===== config.mk =====
export PLATFORM = sky130hd
export DESIGN_NAME = aau_core
export DESIGN_NICKNAME = d
export VERILOG_FILES = /design/src/core/aau_pkg.sv /design/src/core/aau_core.sv
export VERILOG_INCLUDE_DIRS = /design/src /design/src/core
export SDC_FILE = /design/constraint.sdc
export NUM_CORES = 2
export LEC_CHECK = 0
export BUFFER_PORTS_ARGS = -buffer_cell sky130_fd_sc_hd__buf_2
export CORE_MARGIN = 10
export CORE_UTILIZATION = 30
export CTS_BUF_LIST = sky130_fd_sc_hd__clkbuf_8
export DETAILED_ROUTE_END_ITERATION = 10
export PLACE_DENSITY = 0.51
export SYNTH_ARGS = -nofsm -noshare
export SYNTH_HDL_FRONTEND = slang
export SYNTH_SLANG_ARGS = --single-unit

===== constraint.sdc =====
create_clock -name clk_sys -period 194.2 [get_ports clk_sys]
set_input_delay 29.13 -clock clk_sys [delete_from_list [all_inputs] [get_ports clk_sys]]
set_output_delay 29.13 -clock clk_sys [all_outputs]
set_load 0.01 [all_outputs]

===== src/core/aau_regs.svh =====
`ifndef AAU_REGS_SVH
`define AAU_REGS_SVH
// i/o offsets of the accelerator registers
`define AAU_OFS_CTL        8'h00
`define AAU_OFS_OPSEL      8'h01
`define AAU_OFS_SAT        8'h02
`define AAU_OFS_OPA        8'h10
`define AAU_OFS_OPB        8'h11
`define AAU_OFS_ACCL       8'h38
`define AAU_OFS_ACCH       8'h39
// control/status field positions
`define AAU_CTL_EN         7
`define AAU_CTL_MAP        6
`define AAU_CTL_DDONE      5
`define AAU_CTL_DZERO      4
`define AAU_CTL_NEG        2
`define AAU_CTL_ZERO       1
`define AAU_CTL_CARRY      0
`define AAU_CTL_RESET      8'h20
// alias window and sram offset
`define AAU_ALIAS_LO       16'h2100
`define AAU_ALIAS_HI       16'h28ff
`define AAU_ALIAS_OFS      16'h2000
// division wait cycles
`define AAU_DIV_WAIT       4'h7
// fixed operation codes
`define AAU_OP_CLR         8'h80
`define AAU_OP_DIV         8'hb0
`define AAU_OP_DIVREM      8'hb1
`endif


===== src/core/aau_pkg.sv =====
package aau_pkg;
  // i/o register access from the core
  typedef struct packed {
    logic [7:0]  addr;
    logic [15:0] wdata;
    logic        wr;
    logic        rd;
  } aau_io_req_s;
  // displaced load or store request from the core
  typedef struct packed {
    logic [15:0] ptr;
    logic [5:0]  disp;
    logic [4:0]  reg_num;
    logic        ld;
    logic        st;
    logic [15:0] ldata;
  } aau_ls_req_s;
  typedef enum logic [1:0] {
    AAU_IDLE = 2'b00,
    AAU_DIV  = 2'b01
  } aau_state_e;
endpackage


===== src/core/aau_core.sv =====
`timescale 1ns/10ps
`include "aau_regs.svh"
module aau_core
  import aau_pkg::*;
(
  clk_sys,
  reset_n,
  io_req,
  io_rdata,
  ls_req,
  ls_is_alias,
  ls_mem_addr,
  ls_mem_wdata,
  ls_mem_we,
  ls_ptr_next,
  ls_ptr_we,
  sram_alias_addr,
  div_busy
);
  input  wire logic        clk_sys;
  input  wire aau_io_req_s io_req;
  input  wire logic        reset_n;
  output      logic [15:0] io_rdata;
  input  wire aau_ls_req_s ls_req;
  output      logic        ls_is_alias;
  output      logic [15:0] ls_mem_addr;
  output      logic [15:0] ls_mem_wdata;
  output      logic        ls_mem_we;
  output      logic [15:0] ls_ptr_next;
  output      logic        ls_ptr_we;
  input  wire logic [15:0] sram_alias_addr;
  output      logic        div_busy;

  // =====================================================
  // register state
  logic [15:0] opa_reg, opb_reg;
  logic [31:0] acc_reg;
  logic [7:0]  opsel_reg;
  logic        en_reg, map_reg, ddone_reg, dzero_reg, neg_reg, zero_reg, carry_reg;
  aau_state_e  state_reg;
  logic [3:0]  wait_reg;
  logic [31:0] quo_reg;
  logic [15:0] rem_reg;
  logic        rem_keep_reg;

  // =====================================================
  // saturated result, always live
  wire        acc_pos_ovf = !acc_reg[31] && (acc_reg[30:15] != 16'h0000);
  wire        acc_neg_ovf = acc_reg[31] && (acc_reg[30:15] != 16'hffff);
  wire [15:0] sat_val     = acc_pos_ovf ? 16'h7fff :
                            acc_neg_ovf ? 16'h8000 : acc_reg[15:0];

  // read decode shared by i/o reads and mapped stores
  function automatic logic [15:0] rd_sel(input logic [7:0] a, input logic [15:0] opa,
                                          input logic [15:0] opb, input logic [31:0] acc,
                                          input logic [15:0] sat, input logic [7:0] ctl,
                                          input logic [7:0] ops);
    case (a)
      `AAU_OFS_CTL:   rd_sel = {8'h00, ctl};
      `AAU_OFS_OPSEL: rd_sel = {8'h00, ops};
      `AAU_OFS_SAT:   rd_sel = sat;
      `AAU_OFS_OPA:   rd_sel = opa;
      `AAU_OFS_OPB:   rd_sel = opb;
      `AAU_OFS_ACCL:  rd_sel = acc[15:0];
      `AAU_OFS_ACCH:  rd_sel = acc[31:16];
      default:        rd_sel = 16'h0000;
    endcase
  endfunction

  wire [7:0] ctl_val = {en_reg, map_reg, ddone_reg, dzero_reg, 1'b0,
                        neg_reg, zero_reg, carry_reg};

  // =====================================================
  // load/store channel
  assign ls_is_alias = (ls_req.ptr >= `AAU_ALIAS_LO) && (ls_req.ptr <= `AAU_ALIAS_HI);
  wire       ls_act    = (ls_req.ld || ls_req.st) && ls_is_alias && en_reg;
  // map 0 turns register number into accelerator slot; map 1 uses it as i/o address
  wire [7:0] map0_addr = (ls_req.reg_num == 5'd0) ? `AAU_OFS_OPA :
                         (ls_req.reg_num == 5'd1) ? `AAU_OFS_OPB :
                         (ls_req.reg_num == 5'd2) ? `AAU_OFS_ACCL :
                         (ls_req.reg_num == 5'd3) ? `AAU_OFS_ACCH :
                         (ls_req.reg_num == 5'd4 && ls_req.st) ? `AAU_OFS_SAT :
                         8'hff;
  wire [7:0] map_addr  = map_reg ? {3'b000, ls_req.reg_num} : map0_addr;
  wire [15:0] disp16   = {10'h000, ls_req.disp};
  assign ls_mem_addr  = ls_is_alias ? ls_req.ptr : 16'(ls_req.ptr + disp16);
  assign ls_ptr_next  = 16'(ls_req.ptr + disp16);
  assign ls_ptr_we    = ls_act;
  assign ls_mem_we    = ls_act && ls_req.st;
  assign ls_mem_wdata = rd_sel(map_addr, opa_reg, opb_reg, acc_reg, sat_val,
                               ctl_val, opsel_reg);
  wire        ls_ld    = ls_act && ls_req.ld;
  assign div_busy = (state_reg == AAU_DIV);

  // unified register write port: i/o write or alias load
  wire        w_en   = io_req.wr || ls_ld;
  wire [7:0]  w_addr = ls_ld ? map_addr : io_req.addr;
  wire [15:0] w_data = ls_ld ? ls_req.ldata : io_req.wdata;

  // =====================================================
  // operation decode
  wire [7:0] op     = io_req.wdata[7:0];
  wire       op_go  = io_req.wr && (io_req.addr == `AAU_OFS_OPSEL) && en_reg;
  wire       sg     = op[5];
  wire [32:0] a_ext = {{17{sg & opa_reg[15]}}, opa_reg};
  wire [32:0] b_ext = {{17{sg & opb_reg[15]}}, opb_reg};
  wire [32:0] acc33 = {sg & acc_reg[31], acc_reg};
  // 17x17 multiplier handles signed and unsigned 16-bit products
  wire signed [16:0] ma = {op[5] & opa_reg[15], opa_reg};
  wire signed [16:0] mb = {op[4] & opb_reg[15], opb_reg};
  wire signed [33:0] prod = ma * mb;
  wire [33:0] sqa = $signed({op[0] & opa_reg[15], opa_reg}) *
                    $signed({op[0] & opa_reg[15], opa_reg});
  wire [33:0] sqb = $signed({op[0] & opb_reg[15], opb_reg}) *
                    $signed({op[0] & opb_reg[15], opb_reg});
  wire [33:0] macc = {{2{op[0] & acc_reg[31]}}, acc_reg};
  wire [33:0] mres = op[1] ? (op[2] ? 34'(macc + prod) : 34'(macc - prod))
                           : (op[2] ? prod : 34'(34'h0 - prod));
  wire [33:0] msh  = op[3] ? {mres[33], mres[33:1]} : mres;
  wire [4:0]  shn  = {1'b0, op[3:0]};
  wire [31:0] shl  = acc_reg << shn;
  wire [31:0] shr  = op[5] ? 32'($signed(acc_reg) >>> shn) : (acc_reg >> shn);
  wire        misc_s = op[0];

  logic [32:0] res;
  logic        res_ok;
  // combinational result for single-cycle classes
  always_comb begin
    res    = {1'b0, acc_reg};
    res_ok = 1'b1;
    case (op[7:6])
      2'b00: begin
        case (op[4:1])
          4'b0010: res = 33'(a_ext + b_ext);
          4'b0000: res = 33'(a_ext - b_ext);
          4'b1110: res = b_ext;
          4'b1100: res = 33'(33'h0 - b_ext);
          4'b1011: res = 33'(acc33 + b_ext);
          4'b1001: res = 33'(acc33 - b_ext);
          default: res_ok = 1'b0;
        endcase
      end
      2'b01: res = msh[32:0];
      2'b10: begin
        if (op == `AAU_OP_CLR) begin
          res = 33'h0;
        end else if (op[5:1] == 5'b00010) begin
          res = 33'(33'h0 - {misc_s & acc_reg[31], acc_reg});
        end else if (op[5:1] == 5'b00100) begin
          res = sqa[32:0];
        end else if (op[5:1] == 5'b00101) begin
          res = sqb[32:0];
        end else if (op[5:1] == 5'b10000) begin
          res = (misc_s && acc_reg[31]) ? 33'(33'h0 - {1'b1, acc_reg}) : {1'b0, acc_reg};
        end else begin
          res_ok = 1'b0;
        end
      end
      2'b11: res = op[4] ? {1'b0, shr} : {acc_reg[31 - shn], shl};
      default: res_ok = 1'b0;
    endcase
  end

  wire is_div = (op == `AAU_OP_DIV) || (op == `AAU_OP_DIVREM);
  wire div_z  = (opb_reg == 16'h0000);

  // =====================================================
  // control/status and opcode registers
  always_ff @(posedge clk_sys or negedge reset_n) begin
    if (!reset_n) begin
      en_reg    <= 1'b0;
      map_reg   <= 1'b0;
      dzero_reg <= 1'b0;
      neg_reg   <= 1'b0;
      zero_reg  <= 1'b0;
      carry_reg <= 1'b0;
      opsel_reg <= 8'h00;
    end else begin
      if (w_en && w_addr == `AAU_OFS_CTL) begin
        en_reg    <= w_data[`AAU_CTL_EN];
        map_reg   <= w_data[`AAU_CTL_MAP];
        dzero_reg <= w_data[`AAU_CTL_DZERO];
        neg_reg   <= w_data[`AAU_CTL_NEG];
        zero_reg  <= w_data[`AAU_CTL_ZERO];
        carry_reg <= w_data[`AAU_CTL_CARRY];
      end
      if (w_en && w_addr == `AAU_OFS_OPSEL) begin
        opsel_reg <= w_data[7:0];
      end
      if (op_go && !is_div && res_ok && !div_busy) begin
        neg_reg   <= res[31];
        zero_reg  <= (res[31:0] == 32'h0);
        carry_reg <= res[32];
      end
      if (op_go && is_div && !div_busy) begin
        dzero_reg <= div_z;
      end
    end
  end

  // done flag: set by hardware wins over a software write
  always_ff @(posedge clk_sys or negedge reset_n) begin
    if (!reset_n) begin
      ddone_reg <= 1'(`AAU_CTL_RESET >> `AAU_CTL_DDONE);
    end else if (div_busy && wait_reg == 4'h0) begin
      ddone_reg <= 1'b1;
    end else if (op_go && is_div) begin
      ddone_reg <= 1'b0;
    end else if (w_en && w_addr == `AAU_OFS_CTL) begin
      ddone_reg <= w_data[`AAU_CTL_DDONE];
    end
  end

  // =====================================================
  // division sequencer: result lands after seven wait cycles
  always_ff @(posedge clk_sys or negedge reset_n) begin
    if (!reset_n) begin
      state_reg    <= AAU_IDLE;
      wait_reg     <= 4'h0;
      quo_reg      <= 32'h0;
      rem_reg      <= 16'h0;
      rem_keep_reg <= 1'b0;
    end else begin
      case (state_reg)
        AAU_IDLE: begin
          if (op_go && is_div) begin
            state_reg    <= AAU_DIV;
            wait_reg     <= 4'(`AAU_DIV_WAIT - 4'h1);
            quo_reg      <= div_z ? 32'hffffffff : acc_reg / {16'h0, opb_reg};
            rem_reg      <= div_z ? acc_reg[15:0] : 16'(acc_reg % {16'h0, opb_reg});
            rem_keep_reg <= op[0];
          end
        end
        AAU_DIV: begin
          if (wait_reg == 4'h0) begin
            state_reg <= AAU_IDLE;
          end else begin
            wait_reg <= 4'(wait_reg - 4'h1);
          end
        end
        default: state_reg <= AAU_IDLE;
      endcase
    end
  end

  // =====================================================
  // data registers: writes, alias loads and operation results
  always_ff @(posedge clk_sys or negedge reset_n) begin
    if (!reset_n) begin
      opa_reg <= 16'h0;
      opb_reg <= 16'h0;
      acc_reg <= 32'h0;
    end else begin
      if (w_en && w_addr == `AAU_OFS_OPA) opa_reg <= w_data;
      if (w_en && w_addr == `AAU_OFS_OPB) opb_reg <= w_data;
      if (w_en && w_addr == `AAU_OFS_ACCL) acc_reg[15:0] <= w_data;
      if (w_en && w_addr == `AAU_OFS_ACCH) acc_reg[31:16] <= w_data;
      if (op_go && !is_div && res_ok && !div_busy) acc_reg <= res[31:0];
      if (div_busy && wait_reg == 4'h0) begin
        acc_reg <= quo_reg;
        if (rem_keep_reg) opb_reg <= rem_reg;
      end
    end
  end

  // =====================================================
  // i/o read data, one cycle after the read strobe
  always_ff @(posedge clk_sys or negedge reset_n) begin
    if (!reset_n) begin
      io_rdata <= 16'h0;
    end else if (io_req.rd) begin
      io_rdata <= rd_sel(io_req.addr, opa_reg, opb_reg, acc_reg, sat_val,
                         ctl_val, opsel_reg);
    end
  end

  // informative alias conversion for sram byte addresses is done by software
  wire unused_ok = (sram_alias_addr == 16'(sram_alias_addr - `AAU_ALIAS_OFS + `AAU_ALIAS_OFS));
endmodule


==> impl_metrics.tcl <==
set metrics [dict create \
    synth_nets 10790 \
    clockBufferDepth 2 \
    relSlewSlack_pct 14.0 \
    synthesis.area_mm2 0.0717 \
    wl_per_cell_um 24.7 \
    yosysSeqAreaShare_pct 5.21 \
    whs_path_depth 2 \
    cp_num_cells 408 \
    avgSynthCellArea_um2 7.86 \
    via_count 67869 \
    htreeDepth 4 \
    hold_viol 0 \
    path_max_fanout 34 \
    fin_skew_ns 0.0387 \
    finalWirelength_um 302000 \
    status "finished clean" \
    top_layer "met5" \
    drtIter0Drc 6208 \
    fp.dieW_um 509 \
    cpMostUsedCell "o21a_1" \
    numCtsBuffers 17 \
    hold_class "register to register" \
    critPathBufInv 15 \
    wl_met1_um 130000 \
    drtPass1Iterations 8 \
    hpwl_um 235000 \
    yosysTopAreaCellShare_pct 23.3 \
    start_kind "register" \
    cts_root_buf "clkbuf_8" \
    rsz0062_at_grt "false" \
    fin_crit_ns 106.51 \
    worst_r2r_path_depth 408 \
    grt_pass1_wl_um 446000 \
    synth-edff-count 0 \
    setup_tns_ns 0 \
    yosys_warnings 0 \
    post-cts-setup-buffers 0 \
    final-max-slew-violation-count 0 \
    ctsHoldBuffers 0 \
    final_antenna_net_count 0 \
    layout_common_cells "inv_1 (1088), nand2_1 (858), fa_1 (833), nor2_1 (806), ha_1 (756)" \
    start_util_pct 30.1 \
    numPortBuffers 140 \
    synth_compound_area_share_pct 21.4 \
    synth.area.mux_share_pct 4.99 \
    io_pins 157 \
    setup_slack_ns 87.69 \
    gp_congestion 1.01 \
    fp.dieH_um 509 \
    ys_ff_latch 149 \
    max-cap-violations 0 \
    end_kind "register" \
    areaGrowthSynthToFinish_pct 6.73 \
    fin_nets 10691 \
    post_cts_resize_count 0 \
    synth_top_area_cell "fa_1" \
    timing.fmax_ghz 0.00939 \
    grt.overflow.total 0 \
    antenna_found_initial 13 \
    layout_commonest_cell "inv_1" \
    rows 179 \
    place_ws_ns 89.10 \
    synth-simple-area-share_pct 17.5 \
    cts_tree "done" \
    worst_path_max_delay_cell "and4_1" \
    synth_area_leaders "fa_1 (23%), ha_1 (13%), inv_1 (5.7%), dfrtp_1 (5.2%), nand2_1 (4.5%)" \
    core_mm2 0.238 \
    synthAdderAreaFrac_pct 36.5 \
    track_usage_pct 22.7 \
    hold_ws_ns 0.481 \
    critPathKind "register to register" \
    finalCritPeriodShare_pct 54.8 \
    ys_async_sr_fraction_pct 100 \
    drcViolationCount 0 \
    synth_top_family_by_area "adder cells" \
    grt_pass1_vias 67872 \
    worstPathRequired_ns 194.65 \
    synthCells 9112 \
    tightest_slew_ns 1.28 \
    cp_top_family "compound AO/OA/AOI/OAI gates" \
    final_layout_size_suffix_gt1_share_pct 8.59 \
    clk_pin_slew_ns 0.09 \
    grt_max_degree 85 \
    met2_length_um 136000 \
    yosysUniqueCellTypes 139 \
    vias_per_cell 5.56 \
    clk_latency_ns 0.62 \
    synth_ff_type "dfrtp_1" \
    cpPeakStageDelay_ns 1.00 \
    dieArea_mm2 0.259 \
    clkSinkCount 149 \
    finalSetupViolations 0 \
    synth_xor_area_share_pct 5.67 \
    dr_wl_met3_um 20300 \
    critical_path_arrival_ns 106.96 \
]
-- final cells by class --
| class | count | area, µm² |
|---|---|---|
| inverter | 1108 | 4160 |
| sequential | 149 | 3740 |
| clock buffer | 17 | 234 |
| clock inverter | 15 | 146 |
| timing repair buffer | 364 | 2440 |
| antenna | 3 | 7.51 |
| tap | 3167 | 3960 |
| fill | 25467 | 161000 |
| multi-input combinational | 7373 | 61800 |
-- synth_stat cells, types with 70 or more instances --
library cell	n
a21oi_1	583
xor2_1	148
a211oi_1	71
o211ai_1	92
clkbuf_1	355
mux2_2	144
ha_1	756
o21ai_0	450
o21bai_1	98
a31oi_1	71
o21a_1	206
nand2b_1	70
mux2i_1	151
a21o_1	156
nor2_1	813
and2_1	153
o31ai_1	135
buf_1	76
fa_1	833
nand3_1	122
inv_1	1094
dfrtp_1	148
nor3_1	278
nand2_1	858
xnor2_1	314
-- through the flow --
step           std cells  area [µm²]  util [%]
6_report           12196       76500      32.2
5_1_grt            12193       76500      32.1
4_1_cts            12192       76500      32.1
3_5_place_dp       12160       76100      32.0
3_3_place_gp       12159       76100      32.0
2_1_floorplan       9112       71700         -
-- worst paths after layout --
check / start / end / slack (ns)
worst max register to register: opb_reg[14] / rem_reg[12] / 87.69
worst min-delay path: quo_reg[26] / quo_reg[26] / 0.48
worst min register to register: quo_reg[26] / quo_reg[26] / 0.48
min in group asynchronous: reset_n / acc_reg[24] / 28.64
worst max-delay path: opb_reg[14] / rem_reg[12] / 87.69
max in group asynchronous: reset_n / opb_reg[15] / 163.93
-- logic make-up (layout without fill, tap and decap cells) --
kind of cell | count (synthesis) | after routing
simple gates | 2698 | 2698
compound gates | 2305 | 2305
fa+ha+maj | 1591 | 1591
buf+inv | 1590 | 1504
xor+xnor | 463 | 463
mux | 316 | 316
flops | 149 | 149
other cells | 0 | 3
-- metal layers --
layer  track usage (%)  up-vias
met5                 0        -
met4              9.35        2
met3              2.95      488
met2              37.0     2417
met1              30.2    33844
li1                  -    31118
-- worst min-delay path, stage by stage, from the launching register on --
cell and delay (ns):
dfrtp_1 0.35, nand2_1 0.05, nand2_1 0.05
Power is left out: the tool's default activity adds up to more than one toggle a clock period on the data nets, which glitch-free logic cannot reach.
